<file path="config.mk">
export PLATFORM = sky130hd
export DESIGN_NAME = iat_core
export DESIGN_NICKNAME = d
export VERILOG_FILES = /design/src/verilog/iat_pkg.sv /design/src/verilog/iat_port.sv /design/src/verilog/iat_timer.sv /design/src/verilog/iat_core.sv
export VERILOG_INCLUDE_DIRS = /design/src /design/src/verilog
export SDC_FILE = /design/constraint.sdc
export NUM_CORES = 1
export LEC_CHECK = 0
export ABC_AREA = 1
export BUFFER_PORTS_ARGS = -buffer_cell sky130_fd_sc_hd__buf_2
export CAP_MARGIN = 10
export CORE_UTILIZATION = 50
export DETAILED_ROUTE_END_ITERATION = 12
export GPL_TIMING_DRIVEN = 1
export PLACE_DENSITY = 0.77
export SETUP_SLACK_MARGIN = 0.15
export SKIP_LAST_GASP = 1
export SYNTH_ARGS = -nofsm -noshare
export SYNTH_HDL_FRONTEND = slang
export SYNTH_SLANG_ARGS = --single-unit
</file>
<file path="constraint.sdc">
create_clock -name clk -period 1.8 [get_ports clk]
set_input_delay 0.18 -clock clk [delete_from_list [all_inputs] [get_ports clk]]
set_output_delay 0.18 -clock clk [all_outputs]
set_load 0.02 [all_outputs]
</file>
<file path="src/verilog/iat_regs.svh">
// Purpose: Register offsets, field positions and reset values of the adapter
// Assumes: Included by bare name from the design files
// Notes:   Offsets are register-select codes, one byte per location
`ifndef IAT_REGS_SVH
`define IAT_REGS_SVH

// ==========================================================
// Register-select offsets
`define IAT_OFF_PA_DATA 4'h0
`define IAT_OFF_PB_DATA 4'h1
`define IAT_OFF_PA_DIR 4'h2
`define IAT_OFF_PB_DIR 4'h3
`define IAT_OFF_TA_LO 4'h4
`define IAT_OFF_TA_HI 4'h5
`define IAT_OFF_TB_LO 4'h6
`define IAT_OFF_TB_HI 4'h7
`define IAT_OFF_EV_LO 4'h8
`define IAT_OFF_EV_MID 4'h9
`define IAT_OFF_EV_HI 4'ha
`define IAT_OFF_NC 4'hb
`define IAT_OFF_SHIFT 4'hc
`define IAT_OFF_IRQ 4'hd
`define IAT_OFF_TA_CTRL 4'he
`define IAT_OFF_TB_CTRL 4'hf

// ==========================================================
// Timer control fields
`define IAT_CR_START 0
`define IAT_CR_PIN_EN 1
`define IAT_CR_TOGGLE 2
`define IAT_CR_ONESHOT 3
`define IAT_CR_LOAD 4
`define IAT_CR_SRC_LO 5
`define IAT_CR_SRC_HI 6

// ==========================================================
// Request flag positions, reset values, strobe delay
`define IAT_FLG_TA 0
`define IAT_FLG_TB 1
`define IAT_FLG_EDGE 4
`define IAT_LATCH_RST 16'hffff
`define IAT_HS_STAGES 2

`endif

</file>
<file path="src/verilog/iat_pkg.sv">
// Purpose: Shared types of the adapter
// Assumes: Nothing
// Notes:   Offsets and fields live in iat_regs.svh
package iat_pkg;
    // ==========================================================
    // Timer B count source select
    typedef enum logic [1:0] {
        IAT_SRC_CLK = 2'b00,
        IAT_SRC_EXT = 2'b01,
        IAT_SRC_TA = 2'b10,
        IAT_SRC_TA_EXT = 2'b11
    } iat_src_type;
    typedef logic [7:0] iat_byte_type;
endpackage

</file>
<file path="src/verilog/iat_port.sv">
// Purpose: One bidirectional port with data and direction registers
// Assumes: Pins synchronous to clk
// Notes:   Override lanes let timers take a pin regardless of direction
`timescale 1ns/1ps
module iat_port #(
    parameter int WIDTH = 8
) (
    input wire logic clk,
    input wire logic rstn,
    input wire logic wr_data,
    input wire logic wr_dir,
    input wire logic [WIDTH-1:0] wdata,
    input wire logic [WIDTH-1:0] ovr_en,
    input wire logic [WIDTH-1:0] ovr_val,
    output logic [WIDTH-1:0] dir_q,
    output logic [WIDTH-1:0] pin_out,
    output logic [WIDTH-1:0] pin_oe
);
    logic [WIDTH-1:0] data_q;

    // ==========================================================
    // Output data and direction registers, cleared by reset
    always_ff @(posedge clk or negedge rstn) begin
        if (!rstn) begin
            data_q <= '0;
        end else if (wr_data) begin
            data_q <= wdata;
        end
    end

    always_ff @(posedge clk or negedge rstn) begin
        if (!rstn) begin
            dir_q <= '0;
        end else if (wr_dir) begin
            dir_q <= wdata;
        end
    end

    // Direction one drives the pin; override forces drive
    assign pin_oe = dir_q | ovr_en;
    assign pin_out = (ovr_en & ovr_val) | (~ovr_en & data_q);
endmodule

</file>
<file path="src/verilog/iat_timer.sv">
// Purpose: One 16-bit interval timer with reload latch and control byte
// Assumes: tick is a one-cycle count request from the selected source
// Notes:   Underflow means counting down past zero
`timescale 1ns/1ps
`include "iat_regs.svh"
module iat_timer (
    input wire logic clk,
    input wire logic rstn,
    input wire logic wr_lo,
    input wire logic wr_hi,
    input wire logic wr_ctrl,
    input wire logic [7:0] wdata,
    input wire logic tick,
    output logic [15:0] count_q,
    output logic [7:0] ctrl_q,
    output logic underflow,
    output logic pin_q
);

    logic [15:0] latch_q;
    logic toggle_q;
    logic pulse_q;
    logic running;
    logic oneshot;
    logic hi_load;
    logic force_load;
    logic starting;

    assign running = ctrl_q[`IAT_CR_START];
    assign oneshot = ctrl_q[`IAT_CR_ONESHOT];
    assign underflow = running & tick & (count_q == 16'h0000);
    // High byte reloads when stopped, or always in one-shot
    assign hi_load = wr_hi & (~running | oneshot);
    assign force_load = wr_ctrl & wdata[`IAT_CR_LOAD];
    assign starting = ~running & ((wr_ctrl & wdata[`IAT_CR_START]) | (wr_hi & oneshot));

    // ==========================================================
    // Write-only reload latch
    always_ff @(posedge clk or negedge rstn) begin
        if (!rstn) begin
            latch_q <= `IAT_LATCH_RST;
        end else begin
            if (wr_lo) begin
                latch_q[7:0] <= wdata;
            end
            if (wr_hi) begin
                latch_q[15:8] <= wdata;
            end
        end
    end

    // Down counter; loads win over counting
    always_ff @(posedge clk or negedge rstn) begin
        if (!rstn) begin
            count_q <= `IAT_LATCH_RST;
        end else if (force_load) begin
            count_q <= latch_q;
        end else if (hi_load) begin
            count_q <= {wdata, latch_q[7:0]};
        end else if (underflow) begin
            count_q <= latch_q;
        end else if (running & tick) begin
            count_q <= count_q - 16'h0001;
        end
    end

    // Control byte; load strobe is not stored
    always_ff @(posedge clk or negedge rstn) begin
        if (!rstn) begin
            ctrl_q <= 8'h00;
        end else if (wr_ctrl) begin
            ctrl_q <= wdata & ~(8'h01 << `IAT_CR_LOAD);
        end else if (hi_load & oneshot) begin
            ctrl_q[`IAT_CR_START] <= 1'b1;
        end else if (underflow & oneshot) begin
            ctrl_q[`IAT_CR_START] <= 1'b0;
        end
    end

    // Pin output: toggle or one-cycle pulse per underflow
    always_ff @(posedge clk or negedge rstn) begin
        if (!rstn) begin
            toggle_q <= 1'b0;
        end else if (starting) begin
            toggle_q <= 1'b1;
        end else if (underflow) begin
            toggle_q <= ~toggle_q;
        end
    end

    always_ff @(posedge clk or negedge rstn) begin
        if (!rstn) begin
            pulse_q <= 1'b0;
        end else begin
            pulse_q <= underflow;
        end
    end

    assign pin_q = ctrl_q[`IAT_CR_TOGGLE] ? toggle_q : pulse_q;
endmodule

</file>
<file path="src/verilog/iat_core.sv">
// Purpose: Interface adapter core with two ports, handshake and two timers
// Assumes: Register select and pins synchronous to clk; one access per cycle
// Notes:   Event counter, shift buffer and offset B locations read as zero
//
// Overview of operation
// - Four select lines decode sixteen byte locations; offset B does nothing.
// - Each port has data and direction registers; direction one drives.
// - Port data reads return present pin levels, input or output.
// - Handshake strobe goes low third cycle after a port B access.
// - Every falling edge on the flag input sets its request bit.
// - Timer byte writes go to the latch; reads return the counter.
// - Run bit starts or stops counting whenever the host writes it.
// - Pin enable puts timer A on port B bit six, B on seven.
// - Underflow either toggles the pin or emits a one-cycle high pulse.
// - Toggle output goes high on timer start, low on reset.
// - One-shot counts to zero, flags, reloads, then stops.
// - Continuous mode counts to zero, flags, reloads and repeats.
// - One-shot high-byte write loads counter and starts, ignoring run bit.
// - Force-load strobe copies latch to counter at once.
// - Timer A counts clock cycles or external count-pin rises.
// - Timer B counts clock, pin rises, A underflows, or gated A underflows.
// - Counter reloads on underflow, force load, stopped high-byte write.
// - Running continuous-mode timer high-byte write changes only the latch.
// - Run bit clears itself on one-shot underflow.
// - Counting past zero is underflow and sets that timer's request bit.
`timescale 1ns/1ps
`include "iat_regs.svh"
module iat_core (
    input wire logic clk,
    input wire logic rstn,
    input wire logic [3:0] register_select_lines,
    input wire logic bus_access,
    input wire logic bus_read,
    input wire logic [7:0] bus_wdata,
    output logic [7:0] bus_rdata,
    input wire logic [7:0] port_a_in,
    output logic [7:0] port_a_out,
    output logic [7:0] port_a_oe,
    input wire logic [7:0] port_b_in,
    output logic [7:0] port_b_out,
    output logic [7:0] port_b_oe,
    input wire logic external_count_pin,
    input wire logic edge_flag_n,
    output logic handshake_strobe_out_n,
    output logic [4:0] irq_flags
);

    // ==========================================================
    // Decode helpers

    // One access at the given select code this cycle
    function automatic logic hit(input logic [3:0] sel, input logic [3:0] off);
        hit = bus_access & (sel == off);
    endfunction

    logic wr_en;
    logic rd_en;
    logic [3:0] sel;
    assign sel = register_select_lines;
    assign wr_en = bus_access & ~bus_read;
    assign rd_en = bus_access & bus_read;

    // ==========================================================
    // Edge detection on count and flag pins

    logic ext_prev_q;
    logic flag_prev_q;
    logic ext_rise;
    logic flag_fall;

    // Pins are synchronous, so one stage of history is enough
    always_ff @(posedge clk or negedge rstn) begin
        if (!rstn) begin
            ext_prev_q <= 1'b1;
            flag_prev_q <= 1'b1;
        end else begin
            ext_prev_q <= external_count_pin;
            flag_prev_q <= edge_flag_n;
        end
    end

    assign ext_rise = external_count_pin & ~ext_prev_q;
    assign flag_fall = flag_prev_q & ~edge_flag_n;

    // ==========================================================
    // Timers

    logic [1:0] tmr_wr_lo;
    logic [1:0] tmr_wr_hi;
    logic [1:0] tmr_wr_ctrl;
    logic [1:0] tmr_tick;
    logic [1:0] tmr_uflow;
    logic [1:0] tmr_pin;
    logic [15:0] tmr_count [2];
    logic [7:0] tmr_ctrl [2];
    iat_pkg::iat_src_type b_src;

    // Timer B source from its two select bits
    assign b_src = iat_pkg::iat_src_type'(tmr_ctrl[1][`IAT_CR_SRC_HI:`IAT_CR_SRC_LO]);

    // Tick of each timer from its selected source
    always_comb begin
        tmr_tick[0] = tmr_ctrl[0][`IAT_CR_SRC_LO] ? ext_rise : 1'b1;
        case (b_src)
            iat_pkg::IAT_SRC_CLK: tmr_tick[1] = 1'b1;
            iat_pkg::IAT_SRC_EXT: tmr_tick[1] = ext_rise;
            iat_pkg::IAT_SRC_TA: tmr_tick[1] = tmr_uflow[0];
            iat_pkg::IAT_SRC_TA_EXT: tmr_tick[1] = tmr_uflow[0] & external_count_pin;
            default: tmr_tick[1] = 1'b0;
        endcase
    end

    // Both timers share one structure; byte offsets step by two, control by one
    generate
        for (genvar i = 0; i < 2; i++) begin : g_tmr
            assign tmr_wr_lo[i] = wr_en & hit(sel, `IAT_OFF_TA_LO + 4'(2 * i));
            assign tmr_wr_hi[i] = wr_en & hit(sel, `IAT_OFF_TA_HI + 4'(2 * i));
            assign tmr_wr_ctrl[i] = wr_en & hit(sel, `IAT_OFF_TA_CTRL + 4'(i));

            iat_timer u_tmr (
                .clk(clk),
                .rstn(rstn),
                .wr_lo(tmr_wr_lo[i]),
                .wr_hi(tmr_wr_hi[i]),
                .wr_ctrl(tmr_wr_ctrl[i]),
                .wdata(bus_wdata),
                .tick(tmr_tick[i]),
                .count_q(tmr_count[i]),
                .ctrl_q(tmr_ctrl[i]),
                .underflow(tmr_uflow[i]),
                .pin_q(tmr_pin[i])
            );
        end
    endgenerate

    // ==========================================================
    // Ports

    logic [7:0] prt_dir [2];
    logic [7:0] prt_out [2];
    logic [7:0] prt_oe [2];
    logic [7:0] prt_ovr_en [2];
    logic [7:0] prt_ovr_val [2];

    // Port A has no override; port B bits six and seven carry timers
    assign prt_ovr_en[0] = 8'h00;
    assign prt_ovr_val[0] = 8'h00;
    assign prt_ovr_en[1] = {tmr_ctrl[1][`IAT_CR_PIN_EN], tmr_ctrl[0][`IAT_CR_PIN_EN], 6'h00};
    assign prt_ovr_val[1] = {tmr_pin[1], tmr_pin[0], 6'h00};

    generate
        for (genvar p = 0; p < 2; p++) begin : g_prt
            iat_port #(
                .WIDTH(8)
            ) u_prt (
                .clk(clk),
                .rstn(rstn),
                .wr_data(wr_en & hit(sel, `IAT_OFF_PA_DATA + 4'(p))),
                .wr_dir(wr_en & hit(sel, `IAT_OFF_PA_DIR + 4'(p))),
                .wdata(bus_wdata),
                .ovr_en(prt_ovr_en[p]),
                .ovr_val(prt_ovr_val[p]),
                .dir_q(prt_dir[p]),
                .pin_out(prt_out[p]),
                .pin_oe(prt_oe[p])
            );
        end
    endgenerate

    assign port_a_out = prt_out[0];
    assign port_a_oe = prt_oe[0];
    assign port_b_out = prt_out[1];
    assign port_b_oe = prt_oe[1];

    // ==========================================================
    // Handshake strobe

    logic pb_access;
    logic [`IAT_HS_STAGES-1:0] hs_pipe_q;

    assign pb_access = hit(sel, `IAT_OFF_PB_DATA);

    // Two-stage delay then a registered strobe lands on the third cycle
    always_ff @(posedge clk or negedge rstn) begin
        if (!rstn) begin
            hs_pipe_q <= '0;
        end else begin
            hs_pipe_q <= {hs_pipe_q[`IAT_HS_STAGES-2:0], pb_access};
        end
    end

    // Low for one cycle per access, high at rest
    always_ff @(posedge clk or negedge rstn) begin
        if (!rstn) begin
            handshake_strobe_out_n <= 1'b1;
        end else begin
            handshake_strobe_out_n <= ~hs_pipe_q[`IAT_HS_STAGES-1];
        end
    end

    // ==========================================================
    // Request flags, cleared by reading offset D; a new event wins

    logic [4:0] flags_q;
    logic [4:0] flag_set;
    logic flag_clr;

    assign flag_set = {flag_fall, 2'b00, tmr_uflow[1], tmr_uflow[0]};
    assign flag_clr = rd_en & hit(sel, `IAT_OFF_IRQ);

    always_ff @(posedge clk or negedge rstn) begin
        if (!rstn) begin
            flags_q <= 5'h00;
        end else begin
            flags_q <= (flag_clr ? 5'h00 : flags_q) | flag_set;
        end
    end

    assign irq_flags = flags_q;

    // ==========================================================
    // Read data, registered one cycle after the access

    iat_pkg::iat_byte_type rd_mux;

    always_comb begin
        if (sel == `IAT_OFF_PA_DATA) begin
            rd_mux = port_a_in;
        end else if (sel == `IAT_OFF_PB_DATA) begin
            rd_mux = port_b_in;
        end else if (sel == `IAT_OFF_PA_DIR) begin
            rd_mux = prt_dir[0];
        end else if (sel == `IAT_OFF_PB_DIR) begin
            rd_mux = prt_dir[1];
        end else if (sel == `IAT_OFF_TA_LO) begin
            rd_mux = tmr_count[0][7:0];
        end else if (sel == `IAT_OFF_TA_HI) begin
            rd_mux = tmr_count[0][15:8];
        end else if (sel == `IAT_OFF_TB_LO) begin
            rd_mux = tmr_count[1][7:0];
        end else if (sel == `IAT_OFF_TB_HI) begin
            rd_mux = tmr_count[1][15:8];
        end else if (sel == `IAT_OFF_IRQ) begin
            rd_mux = {3'b000, flags_q};
        end else if (sel == `IAT_OFF_TA_CTRL) begin
            rd_mux = tmr_ctrl[0];
        end else if (sel == `IAT_OFF_TB_CTRL) begin
            rd_mux = tmr_ctrl[1];
        end else begin
            rd_mux = 8'h00; // offset B and absent blocks
        end
    end

    always_ff @(posedge clk or negedge rstn) begin
        if (!rstn) begin
            bus_rdata <= 8'h00;
        end else if (rd_en) begin
            bus_rdata <= rd_mux;
        end
    end
endmodule

</file>
### Word-level counts from Yosys, hierarchy flattened

Index checks and enable logic that the tools add are counted.

* bits in registers: 132
* bits in latches: 0
* bits in writable memories: 0
* bits in read-only memories: 0
* bits of input ports: 34
* output and inout bits: 46
* logic and storage cells: 146
* memories kept: 0

* $add $sub $neg: 2
* $mul: 0
* divide/modulo/power cells: 0
* order comparisons: 0
* equality and inequality tests: 13
* shift operators: 0
* mux-type cells: 34
* bitwise gates (word level): 63
* reductions and logical operators: 10

Operator list (count)
* 2-to-1 mux 16 bit: 8
* 2-to-1 mux 8 bit: 11
* AND 1 bit: 45
* logical NOT 16 bit: 2
* subtractor 16 x 1 -> 16 bit (second input constant): 2
* AND 8 bit: 2
* equality test 4 x 3 -> 1 bit (second input constant): 4
* bitwise OR 8 bit: 2
* 2-to-1 mux 1 bit: 13
* equality test 4 bit (second input constant): 3
* equality test 4 x 2 -> 1 bit (second input constant): 2
* inverter 1 bit: 8
* inverter 8 bit: 1
* nonzero test 4 bit: 2
* nonzero test 3 bit: 2
* 2-to-1 mux 5 bit: 1
* bitwise OR 5 bit: 1
* equality test 2 bit (second input constant): 2
* equality test 4 x 1 -> 1 bit (second input constant): 1
* logical NOT 4 bit: 1
* bitwise OR 1 bit: 4
* case mux 1 bit (4 select lines): 1
* nonzero test 2 bit: 2
* equality test 2 x 1 -> 1 bit (second input constant): 1
* logical NOT 2 bit: 1

### Depth between registers and ports, before layout

Gate-level depths: netlist (run 1).

* depth in word-level cells: 13
* mapped depth: 15
* mapped depth without buffers: 15

### Cells and area by module

Synthesis (run 1) repeated with hierarchy kept, for this count alone.

* cells, all modules: 1090
* area total of the unflattened synthesis: 7847.5 um^2

Modules (own cells, without submodules)
* iat_timer: instances 2, cells each 310, area each 2401.1 um^2, sequential area each 1066.0 um^2
* iat_port: instances 2, cells each 108, area each 780.7 um^2, sequential area each 400.4 um^2
* iat_core: instances 1, cells each 254, area each 1483.9 um^2, sequential area each 404.1 um^2

### Worst setup path after synthesis (run 1)

Ideal clock, no wire load.

* kind: register to register
* from: register g_tmr[1].u_tmr.count_q[0]
* to: register g_tmr[1].u_tmr.count_q[10]
* library setup time: 76 ps
* data arrival time: 1748 ps
* required time: 1724 ps
* path slack: -24 ps
* cell stages (with the launch flop): 14
* buffers on the path: 1
* period minus slack after synthesis: 1824 ps
* cells stage by stage: dfstp_2 inv_1 ha_1 nand4_1 nor2_1 nor2b_1 buf_2 nand3_2 nand2_1 nand2_1 nand2_1 nand2_1 nand2_1 nand2_1

* cells in the longest elaborated chain, start to end: 5
* elaborated cells on any way between the ends: 8

RTL lines
* start: declaration: line iat_timer.sv:14 `output logic [15:0] count_q,`
* start signal: assignment: line iat_timer.sv:55 `` count_q <= `IAT_LATCH_RST; ``
* start signal: assignment: line iat_timer.sv:57 `count_q <= latch_q;`
* start signal: assignment: line iat_timer.sv:59 `count_q <= {wdata, latch_q[7:0]};`
* subtractor 16 x 1 -> 16 bit or logical NOT 16 bit (tied branches): line iat_timer.sv:63, iat_timer.sv:31
* 2-to-1 mux 16 bit or AND 1 bit (tied branches): line iat_timer.sv:62, iat_timer.sv:31
* 2-to-1 mux 16 bit: line iat_timer.sv:60 `end else if (underflow) begin`
* 2-to-1 mux 16 bit: line iat_timer.sv:58 `end else if (hi_load) begin`
* 2-to-1 mux 16 bit: line iat_timer.sv:56 `end else if (force_load) begin`

Several ways; a longest one is shown, not always the timed one. The select of a mux whose other input is x is not followed.
A chain may end at the register's enable or synchronous reset.

### Final worst setup path (run 1)

* from: register g_tmr[0].u_tmr.count_q[0]
* to: register g_tmr[0].u_tmr.count_q[13]

* cells in the longest elaborated chain, start to end: 5
* elaborated cells on any way between the ends: 8

RTL lines (line)
* start: declaration: iat_timer.sv:14
* start signal: assignment: iat_timer.sv:55
* start signal: assignment: iat_timer.sv:57
* start signal: assignment: iat_timer.sv:59
* subtractor 16 x 1 -> 16 bit or logical NOT 16 bit (tied branches): iat_timer.sv:63, iat_timer.sv:31
* 2-to-1 mux 16 bit or AND 1 bit (tied branches): iat_timer.sv:62, iat_timer.sv:31
* 2-to-1 mux 16 bit: iat_timer.sv:60
* 2-to-1 mux 16 bit: iat_timer.sv:58
* 2-to-1 mux 16 bit: iat_timer.sv:56

Several ways; a longest one is shown, not always the timed one. The select of a mux whose other input is x is not followed.

==> flow_summary.ini, run 1 <==
[power]
powerDensity_mw_per_mm2 = 1379
switching_share = 0.3716
comb_power_share = 0.366
internal_power_w = 0.008197
power_frac_seq = 0.357
ir_drop_mv = 0.7666
p_switching_w = 0.004848
pwr-share-clk = 0.277
p_leak_nw = 4.664

[synth]
postSynth.asyncResetShare = 1.000
synth_area_leaders = dfstp_2 (24%), dfrtp_1 (21%), nand2_1 (14%)
yosys_warnings = 0
synth_edf_count = 0
syn_area_sq_mm = 0.007335
syn-instance-count = 973
yosysTopAreaCellShare = 0.2400
synth_cell_types = 42
syn_area_per_cell_sq_um = 7.538
seq_area_frac_synth = 0.4550
ys_seq_elements = 130
ys.flop_type = dfstp_2
yosysTopAreaCell = dfstp_2

[clocking]
numCtsBuffers = 17
cts_buffer_depth = 2
cts-root-buf = clkbuf_16
cts_sinks = 130
clk_pin_slew_ns = 0.06
clk_latency_ns = 0.43
cts_tree = yes
htreeDepth = 4

[layout]
stdcell_area_sq_mm = 0.009462
area_growth_pct = 29.00
drive_gt1_frac = 0.3310
final_cells = 1322
final_common_cell = nand2_1
layout_common_cells = nand2_1 (266), inv_1 (107), o21ai_0 (102)
fin_nets = 1166
post-route-util = 0.6712
antennaDiodeCount = 0

[route]
ant_nets = 0
avgRoutedWirePerCell_microns = 17.07
route.detailed.drc = 0
met1_length_microns = 10020
viasPerCell = 5.444
top_layer = met4
dr_wl_met3_microns = 1749
wl_microns = 22570
firstDrtPassIters = 6
wl_met2_microns = 9949
drt_iter0_markers = 742
vias = 7197

[critical_path]
rr_worst_depth = 13
worst-path-max-fanout = 4
crit_required_ns = 2.15
critPathCaptureType = flip-flop
critPathKind = flip-flop to flip-flop
worst_setup_path_start_kind = flip-flop
arrival_ns = 2.22

[global_route]
grt_pass1_wl_microns = 34920
grt_util_all_layers = 0.3111
overflow = 0
antenna_found_initial = 0
grt_pass1_vias = 6566
grt_max_degree = 50

[run_status]
violations = setup timing
run_status = finished, violations left

[sta]
period_share = 1.039
fin_setup_tns_ns = -0.7485
finalHoldViolCount = 0
slew_headroom = 0.5840
clock_skew_ns = 0.007068
max_freq_mhz = 534.8
setup_ws_ns = -0.07003
setup_viol = 25
worst_pin_slew_ns = 0.6233
rsz0062_at_grt = true
drv_slew = 0
hold_slack_ns = 0.02301
finalCriticalPeriod_ns = 1.870

[placed_design]
dpl_cell_area_sq_mm = 0.008406
dpl.cell_count = 1268
hpwl_microns = 15870
place.gp.congestion = 0.9798
port_buffers = 77

[floorplan]
coreArea_sq_mm = 0.01410
chipWidth_microns = 123.1
rows = 43
die_h_microns = 123.1
ioPinCount = 80
initial_core_util = 0.5203
die_area_sq_mm = 0.01516

[job]
max_cap_viol_count = 0

[min_path]
hp-class = primary input to flip-flop
hold_depth = 3
## synthesized netlist by cell type, types with 2 or more instances
library cell and instances:
a31oi_1 2, o211ai_2 4, o2111ai_1 2, dfstp_2 67, or2_2 11, o22ai_1 5, nand2_2 8, nand3_1 45
nor2_1 82, o21bai_1 2, o21ai_2 5, nand2_1 274, clkbuf_1 16, o21ai_1 6, nor3_1 6, nand3_2 2
inv_2 9, nor2_4 7, buf_6 4, clkinv_1 3, xor2_1 18, nand4_1 26, nand2_4 2, dfrtp_1 63
a21oi_1 36, buf_4 16, ha_1 3, inv_1 111, o21ai_0 123, buf_2 3
## path summary, 6_finish.rpt
path / from / end / slack, ns
worst max-delay path: g_tmr[0].u_tmr.count_q[0]$_DFFE_PN1P_ / g_tmr[0].u_tmr.count_q[13]$_DFFE_PN1P_ / -0.07
worst min-delay path: bus_wdata[5] / g_tmr[1].u_tmr.ctrl_q[5]$_DFFE_PN0P_ / 0.02
worst max register to register: g_tmr[0].u_tmr.count_q[0]$_DFFE_PN1P_ / g_tmr[0].u_tmr.count_q[13]$_DFFE_PN1P_ / -0.07
worst min register to register: hs_pipe_q[1]$_DFF_PN0_ / handshake_strobe_out_n$_DFF_PN1_ / 0.36
max in group asynchronous: rstn / g_tmr[0].u_tmr.count_q[4]$_DFFE_PN1P_ / 0.95
min in group asynchronous: rstn / g_tmr[1].u_tmr.toggle_q$_DFFE_PN0P_ / 0.17
## cells by family after synthesis
logic type      count (synthesis)  share of synthesized area
simple gates                  468                     0.2801
compound gates                190                     0.1409
buf+inv                       162                    0.09570
flops                         130                     0.4550
xor+xnor                       19                    0.02269
fa+ha+maj                       3                   0.005118
other cells                     1                  0.0005113
## worst max-delay path, cell delays in order (launching register included)
cell	delay [ns]
dfstp_2	0.38
inv_4	0.06
ha_4	0.14
nand2_2	0.05
nor2_1	0.08
nand2_1	0.07
nor2_2	0.14
nand2_2	0.12
buf_4	0.16
buf_4	0.14
o21ai_0	0.14
a21oi_1	0.05
o21bai_1	0.17
nand2_1	0.09
## flip-flops by register name, indices dropped and copies added, names as in the netlist
signal,cells
g_prt.u_prt.data_q,16
g_tmr.u_tmr.count_q,32
g_tmr.u_tmr.ctrl_q,14
g_tmr.u_tmr.latch_q,32
ext_prev_q,1
handshake_strobe_out_n,1
bus_rdata,8
irq_flags,3
hs_pipe_q,2
g_tmr.u_tmr.toggle_q,2
g_prt.u_prt.dir_q,16
flag_prev_q,1
g_tmr.u_tmr.pulse_q,2
## power groups by stage
| stage | clock network, W | logic [W] | registers (W) |
|---|---|---|---|
| floorplan | 0 | 0.00258 | 0.00463 |
| global route | 0.00379 | 0.00522 | 0.00474 |
| CTS | 0.00366 | 0.00440 | 0.00462 |
| global placement | 0 | 0.00417 | 0.00463 |
| detailed placement | 0 | 0.00425 | 0.00464 |
| finish | 0.00362 | 0.00477 | 0.00465 |
## final cells by class
cell class              count  area, sq um
multi-input cells         682         3577
well taps                 180        225.2
clock inverters            14        177.7
fillers                  1135         4634
repair buffers            175         1241
clock buffers              18        439.2
inverters                 123        464.2
flip-flops and latches    130         3337
## timing repair
| item | CTS | global route |
|---|---|---|
| hold buffers | 3 | 0 |
| gates resized for setup | 36 | 46 |
| gates cloned | 1 | 2 |
| buffers inserted | 8 | 8 |
| pin swaps | 17 | 26 |
| setup endpoints to repair | 38 | 39 |
| endpoints found under the hold margin | 66 | 0 |
## metal layers
| metal | up-vias | GRT usage |
|---|---|---|
| met5 | - | 0 |
| met4 | 0 | 0.1355 |
| met3 | 69 | 0.06827 |
| met2 | 353 | 0.4709 |
| met1 | 3337 | 0.4292 |
| li1 | 3438 | - |
## per-stage QoR
| step | power, W | setup slack, ns |
|---|---|---|
| finish | 0.01305 | -0.07003 |
| global route | 0.01374 | -0.1789 |
| CTS | 0.01268 | 0.005951 |
| detailed placement | 0.008883 | -0.07315 |
| global placement | 0.008791 | -0.001750 |
| floorplan | 0.007216 | 0.09470 |
(Power assumes the default switching activity.)
==> inputs of run 2 (changes only) <==
- ABC_AREA: 1 -> not set
==> run 2 against run 1 <==
The run still ends with setup timing left; global-route usage rose by 1.6 points; clock skew rose by 0.0030 ns; flip-flop and latch count did not move; final area rose by 4.6%; critical endpoint is now g_tmr[1].u_tmr.count_q[11]$_DFFE_PN1P_; critical path depth fell by 6; register-to-register slack got worse by 0.60 ns; core utilization rose by 3.6 points; sequential share of layout area fell by 1.6 points; synthesized cell count fell by 25%.
==> flow_summary.ini, run 2 <==
[critical_path]
worst-path-max-fanout = 8
critPathKind = flip-flop to flip-flop
worst_setup_path_start_kind = flip-flop
critPathCaptureType = flip-flop
cpPeakStageDelay_ns = 0.59
arrival_ns = 2.83
critical-path-top-delay-family = simple AND/OR/NAND/NOR gates
critPathBufInv = 1
crit_required_ns = 2.16
slowest_stage = or4_4
crit_chain = or3_4 -> or4_4 -> o41ai_4 -> buf_6 -> o21ai_1 -> a221oi_1 -> a221o_1

[route]
firstDrtPassIters = 6
viasPerCell = 6.176
top_layer = met4
drt_iter0_markers = 745
dr_wl_met3_microns = 1907
wl_met2_microns = 11840
avgRoutedWirePerCell_microns = 21.65
wl_microns = 24470
met1_length_microns = 9605
ant_nets = 0
route.detailed.drc = 0
vias = 6979

[synth]
syn_area_sq_mm = 0.007214
syn-instance-count = 733
synth.area.mux_share = 0.1318
synth_xor_area_frac = 0.01942
seq_area_frac_synth = 0.4625
synth_cell_types = 74
ys.flop_type = dfstp_2
yosysTopAreaCell = dfstp_2
synth_most_common_cell = nand2_1
postSynth.asyncResetShare = 1.000
yosys_warnings = 0
synth_edf_count = 0
synth_area_leaders = dfstp_2 (24%), dfrtp_1 (22%), mux2_2 (11%)
synth_adder_area_share = 0.005203
synthSimpleGateAreaFrac = 0.1493
ys_seq_elements = 130
syn_area_per_cell_sq_um = 9.842
yosysTopAreaCellShare = 0.2440
synth_compound_area_frac = 0.1766
synth_top_family_by_area = compound AO/OA/AOI/OAI gates
synth_commonest_cells = nand2_1 (71), mux2_2 (70), dfstp_2 (67), dfrtp_1 (63), o21ai_0 (59)

[clocking]
cts-root-buf = clkbuf_16
clk_pin_slew_ns = 0.06
clk_latency_ns = 0.42
cts_buffer_depth = 2
numCtsBuffers = 17
cts_tree = yes
htreeDepth = 4
cts_sinks = 130

[run_status]
run_status = finished, violations left
violations = setup timing

[power]
p_leak_nw = 4.387
p_switching_w = 0.004518
ir_drop_mv = 0.8481
power_frac_seq = 0.354
powerDensity_mw_per_mm2 = 1262
switching_share = 0.3616
comb_power_share = 0.389
pwr-share-clk = 0.256
internal_power_w = 0.007978

[global_route]
grt_max_degree = 50
grt_util_all_layers = 0.3274
antenna_found_initial = 0
grt_pass1_wl_microns = 36140
overflow = 0
grt_pass1_vias = 6766

[sta]
max_freq_mhz = 405.4
clock_skew_ns = 0.01002
finalHoldViolCount = 0
setup_viol = 40
worst_pin_slew_ns = 0.5993
setup_ws_ns = -0.6667
fin_setup_tns_ns = -22.61
slew_headroom = 0.5962
finalCriticalPeriod_ns = 2.467
drv_slew = 0
period_share = 1.370
rsz0062_at_grt = true

[job]
max_cap_viol_count = 0

[floorplan]
rows = 43
die_area_sq_mm = 0.01491
chipWidth_microns = 122.1
die_h_microns = 122.1
ioPinCount = 80
coreArea_sq_mm = 0.01399
initial_core_util = 0.5157

[placed_design]
hpwl_microns = 15760
dpl.cell_count = 1072
place.gp.congestion = 0.9693
port_buffers = 77

[layout]
final_common_cell = buf_4
area_growth_pct = 37.22
antennaDiodeCount = 0
top_regs = g_tmr.u_tmr.count_q x32, g_tmr.u_tmr.latch_q x32
layout_common_cells = buf_4 (133), buf_2 (76), mux2_2 (70)
final_cells = 1130
drive_gt1_frac = 0.5063
fin_nets = 974

[min_path]
hp-class = primary input to flip-flop
run 2: cell types whose count changed in the layout (fill, tap and decap cells not counted), moves of 23 or more:
cell and delta:
nor2_1 -40, o21ai_0 -65, nand4_1 -23, inv_1 -85, mux2_2 +70, buf_4 +54
nand2_1 -201
run 2: routing by layer:
layer | up-vias | GRT usage
li1 | 3073 | -
met1 | 3405 | 0.4067
met2 | 413 | 0.5290
met3 | 88 | 0.08006
met4 | 0 | 0.1677
met5 | - | 0
run 2: cells by family after synthesis:
kind of cell,Yosys count
AO/OA/AOI/OAI,203
adder cells (fa/ha/maj),3
AND/OR/NAND/NOR,214
other,1
XOR/XNOR,16
buffers and inverters,81
flip-flops,130
multiplexers,85
run 2: worst paths after layout:
check                                                            from                                endpoint  slack (ns)  depth (start not counted)
worst max-delay path            g_tmr[0].u_tmr.count_q[8]$_DFFE_PN1P_  g_tmr[1].u_tmr.count_q[11]$_DFFE_PN1P_       -0.67                          7
worst max register to register  g_tmr[0].u_tmr.count_q[8]$_DFFE_PN1P_  g_tmr[1].u_tmr.count_q[11]$_DFFE_PN1P_       -0.67                          7
worst min register to register                 hs_pipe_q[0]$_DFF_PN0_                  hs_pipe_q[1]$_DFF_PN0_        0.36                          0
max in group asynchronous                                        rstn  g_tmr[1].u_tmr.count_q[13]$_DFFE_PN1P_        0.94                          3
worst min-delay path                                     port_a_in[5]                bus_rdata[5]$_DFFE_PN0P_        0.08                          3
min in group asynchronous                                        rstn   g_tmr[0].u_tmr.count_q[4]$_DFFE_PN1P_        0.42                          2
run 2: worst reg2reg max path, delay by kind of cell, from the launching register on:
family | cells | cell delay, ns
AND/OR/NAND/NOR | 2 | 0.97
flip-flops | 1 | 0.37
buffers and inverters | 1 | 0.22
AO/OA/AOI/OAI | 4 | 0.85
run 2: layout make-up:
class | instances | area, sq um
Sequential cell | 130 | 3337
Multi-Input combinational cell | 523 | 3886
Timing Repair Buffer | 240 | 1807
Clock inverter | 14 | 106.4
Fill cell | 1005 | 4089
Inverter | 25 | 98.84
Clock buffer | 18 | 439.2
Tap cell | 180 | 225.2
run 2: power by group through the flow:
stage / Sequential, W / Clock [W] / Combinational, W
2_1_floorplan: 0.00463 / 0 / 0.00216
3_3_place_gp: 0.00438 / 0 / 0.00410
3_5_place_dp: 0.00442 / 0 / 0.00417
4_1_cts: 0.00441 / 0.00323 / 0.00448
5_1_grt: 0.00450 / 0.00336 / 0.00516
6_report: 0.00443 / 0.00320 / 0.00487
run 2: through the flow:
step / cell area [sq um] / setup WS [ns] / util / hold slack, ns / total power, W
finish: 9899 / -0.6667 / 0.7077 / 0.08146 / 0.01250
global route: 9899 / -0.7074 / 0.7077 / 0.09181 / 0.01302
CTS: 9615 / -0.6234 / 0.6874 / 0.07042 / 0.01211
detailed placement: 8738 / -0.7044 / 0.6247 / 0.2965 / 0.008589
global placement: 8738 / -0.7057 / 0.6247 / 0.2958 / 0.008486
floorplan: 7311 / -0.6507 / - / -0.1156 / 0.006781
run 2: timing repair:
action / in CTS / in global routing
setup endpoints to repair: 41 / 46
buffers inserted: 14 / 7
hold buffers: 3 / 0
pin swaps: 31 / 28
hold endpoints to repair: 72 / 0
gates resized for setup: 49 / 48
cloned: 1 / 1
==> inputs of run 3 (changes only) <==
- CORE_ASPECT_RATIO: not set -> 1.1
==> run 3 against run 2 <==
Setup slack better by 0.037 ns; clock skew is 0.0044 ns lower; cell count is 1.1% higher; power grew 3.4%; non-clock buffer count grew 4; routed wire length increased by 1.2%; critical path depth rose by 1; highest routed layer unchanged; count of clock-buffer cells in the layout rose by 2; sequential share of layout area down 0.22 points; final area increased by 0.66%; the flow still finishes with violations (setup timing); largest power group unchanged; core utilization is 0.59 points higher.
==> flow_summary.ini, run 3 (synthesis results as in run 2) <==
[run_status]
run_status = finished, violations left
violations = setup timing

[route]
vias = 6939
wl_microns = 24770
viasPerCell = 6.076
drt_iter0_markers = 712
ant_nets = 0
avgRoutedWirePerCell_microns = 21.69
firstDrtPassIters = 6
route.detailed.drc = 0

[sta]
clock_skew_ns = 0.005650
setup_ws_ns = -0.6293
period_share = 1.350
setup_viol = 40
finalCriticalPeriod_ns = 2.429
worst_pin_slew_ns = 0.5206
max_freq_mhz = 411.6
drv_slew = 0
finalHoldViolCount = 0
rsz0062_at_grt = true
slew_headroom = 0.6492
hold_slack_ns = 0.04511

[floorplan]
chipWidth_microns = 116.5
coreArea_sq_mm = 0.01396
die_area_sq_mm = 0.01491
ioPinCount = 80
die_h_microns = 128.0
initial_core_util = 0.5167
rows = 45

[critical_path]
crit_chain = or3_4 -> or4_4 -> o41ai_4 -> buf_6 -> buf_4 -> nand2_4 -> xor2_1 -> o21ai_0
critPathKind = flip-flop to flip-flop
cpPeakStageDelay_ns = 0.58
worst_setup_path_start_kind = flip-flop
rr_worst_depth = 8
crit_required_ns = 2.10
worstSetupPathDepth = 8
arrival_ns = 2.73
worst-path-max-fanout = 6
slowest_stage = or4_4
critical-path-top-delay-family = simple AND/OR/NAND/NOR gates
critPathCaptureType = flip-flop
critPathBufInv = 2

[power]
p_total_w = 0.01292
p_leak_nw = 4.416
ir_drop_mv = 0.8228
powerDensity_mw_per_mm2 = 1297

[global_route]
grt_util_all_layers = 0.3399
grt_pass1_vias = 6872
overflow = 0
grt_pass1_wl_microns = 37330
grt_max_degree = 58
antenna_found_initial = 0

[layout]
layout_common_cells = buf_4 (135), buf_2 (76), mux2_2 (70)
fin_nets = 978
nFillCells = 1048
area_growth_pct = 38.12
final_cells = 1142
top_regs = g_tmr.u_tmr.count_q x32, g_tmr.u_tmr.latch_q x32
drive_gt1_frac = 0.5157
antennaDiodeCount = 0
final_common_cell = buf_4

[clocking]
clk_latency_ns = 0.43
numCtsBuffers = 17
clk_pin_slew_ns = 0.06
cts_buffer_depth = 2
htreeDepth = 4
cts-root-buf = clkbuf_16
cts_sinks = 130
cts_tree = yes

[min_path]
hp-class = primary input to flip-flop
hold_depth = 3

[placed_design]
dpl.cell_count = 1087
hpwl_microns = 17150
place.gp.congestion = 0.9667
port_buffers = 77

[job]
max_cap_viol_count = 0
## run 3: cell types whose count changed in the layout (fill, tap and decap cells not counted), moves of 3 or more
cell | before | now
nor4_4 | 4 | 0
buf_6 | 18 | 22
nor4_1 | 4 | 8
o21ai_1 | 28 | 25
## run 3: final timing paths
path / to / from / slack (ns)
min in group asynchronous: g_tmr[1].u_tmr.ctrl_q[3]$_DFFE_PN0P_ / rstn / 0.24
hold / removal: bus_rdata[5]$_DFFE_PN0P_ / port_a_in[5] / 0.05
max in group asynchronous: g_tmr[0].u_tmr.latch_q[3]$_DFFE_PN1P_ / rstn / 0.87
hold reg to reg: hs_pipe_q[1]$_DFF_PN0_ / hs_pipe_q[0]$_DFF_PN0_ / 0.36
setup / recovery: g_tmr[1].u_tmr.toggle_q$_DFFE_PN0P_ / g_tmr[0].u_tmr.count_q[7]$_DFFE_PN1P_ / -0.63
setup reg to reg: g_tmr[1].u_tmr.toggle_q$_DFFE_PN0P_ / g_tmr[0].u_tmr.count_q[7]$_DFFE_PN1P_ / -0.63
## run 3: cell type report
type	instances	area, sq um	share of cell area
Multi-Input combinational cell	523	3872	0.3886
Clock buffer	20	456.7	0.04583
Clock inverter	12	132.6	0.01331
Timing Repair Buffer	244	1832	0.1838
Sequential cell	130	3337	0.3349
Tap cell	188	235.2	0.02361
Inverter	25	98.84	0.009920
## run 3: metrics by stage
stage,utilization,TNS (ns),setup WS (ns),area (sq um)
2_1_floorplan,-,-18.38,-0.6507,7311
3_5_place_dp,0.6285,-21.95,-0.7087,8776
4_1_cts,0.6912,-19.64,-0.6181,9652
6_report,0.7136,-20.89,-0.6293,9965
5_1_grt,0.7136,-24.19,-0.7195,9965
3_3_place_gp,0.6285,-20.50,-0.6946,8776
## run 3: what timing repair did
item / in CTS / in global routing
buffers inserted: 9 / 9
setup endpoints to repair: 44 / 46
hold buffers: 3 / 0
gates cloned: 2 / 0
endpoints found under the hold margin: 27 / 0
gates resized for setup: 46 / 53
pin swaps: 25 / 25
## run 3: report_power, final
group | leakage [nW] | internal, W | switching (W) | total [W]
registers | 1.50 | 0.00396 | 0.000538 | 0.00449
clock network | 0.282 | 0.00211 | 0.00136 | 0.00348
logic | 2.63 | 0.00236 | 0.00260 | 0.00495
total | 4.42 | 0.00842 | 0.00450 | 0.0129
## run 3: tightest hold or removal path: cells and delay by family
family	cells	cell delay [ns]
AO/OA/AOI/OAI	1	0.10
AND/OR/NAND/NOR	1	0.07
buffers and inverters	1	0.09
## run 3: metal layers
metal | vias to the layer above | share of wire | global-route usage
met4 | 0 | 0.041 | 0.1623
met5 | - | 0 | 0
met3 | 85 | 0.068 | 0.06572
met2 | 361 | 0.49 | 0.5461
li1 | 3088 | - | -
met1 | 3405 | 0.40 | 0.4391
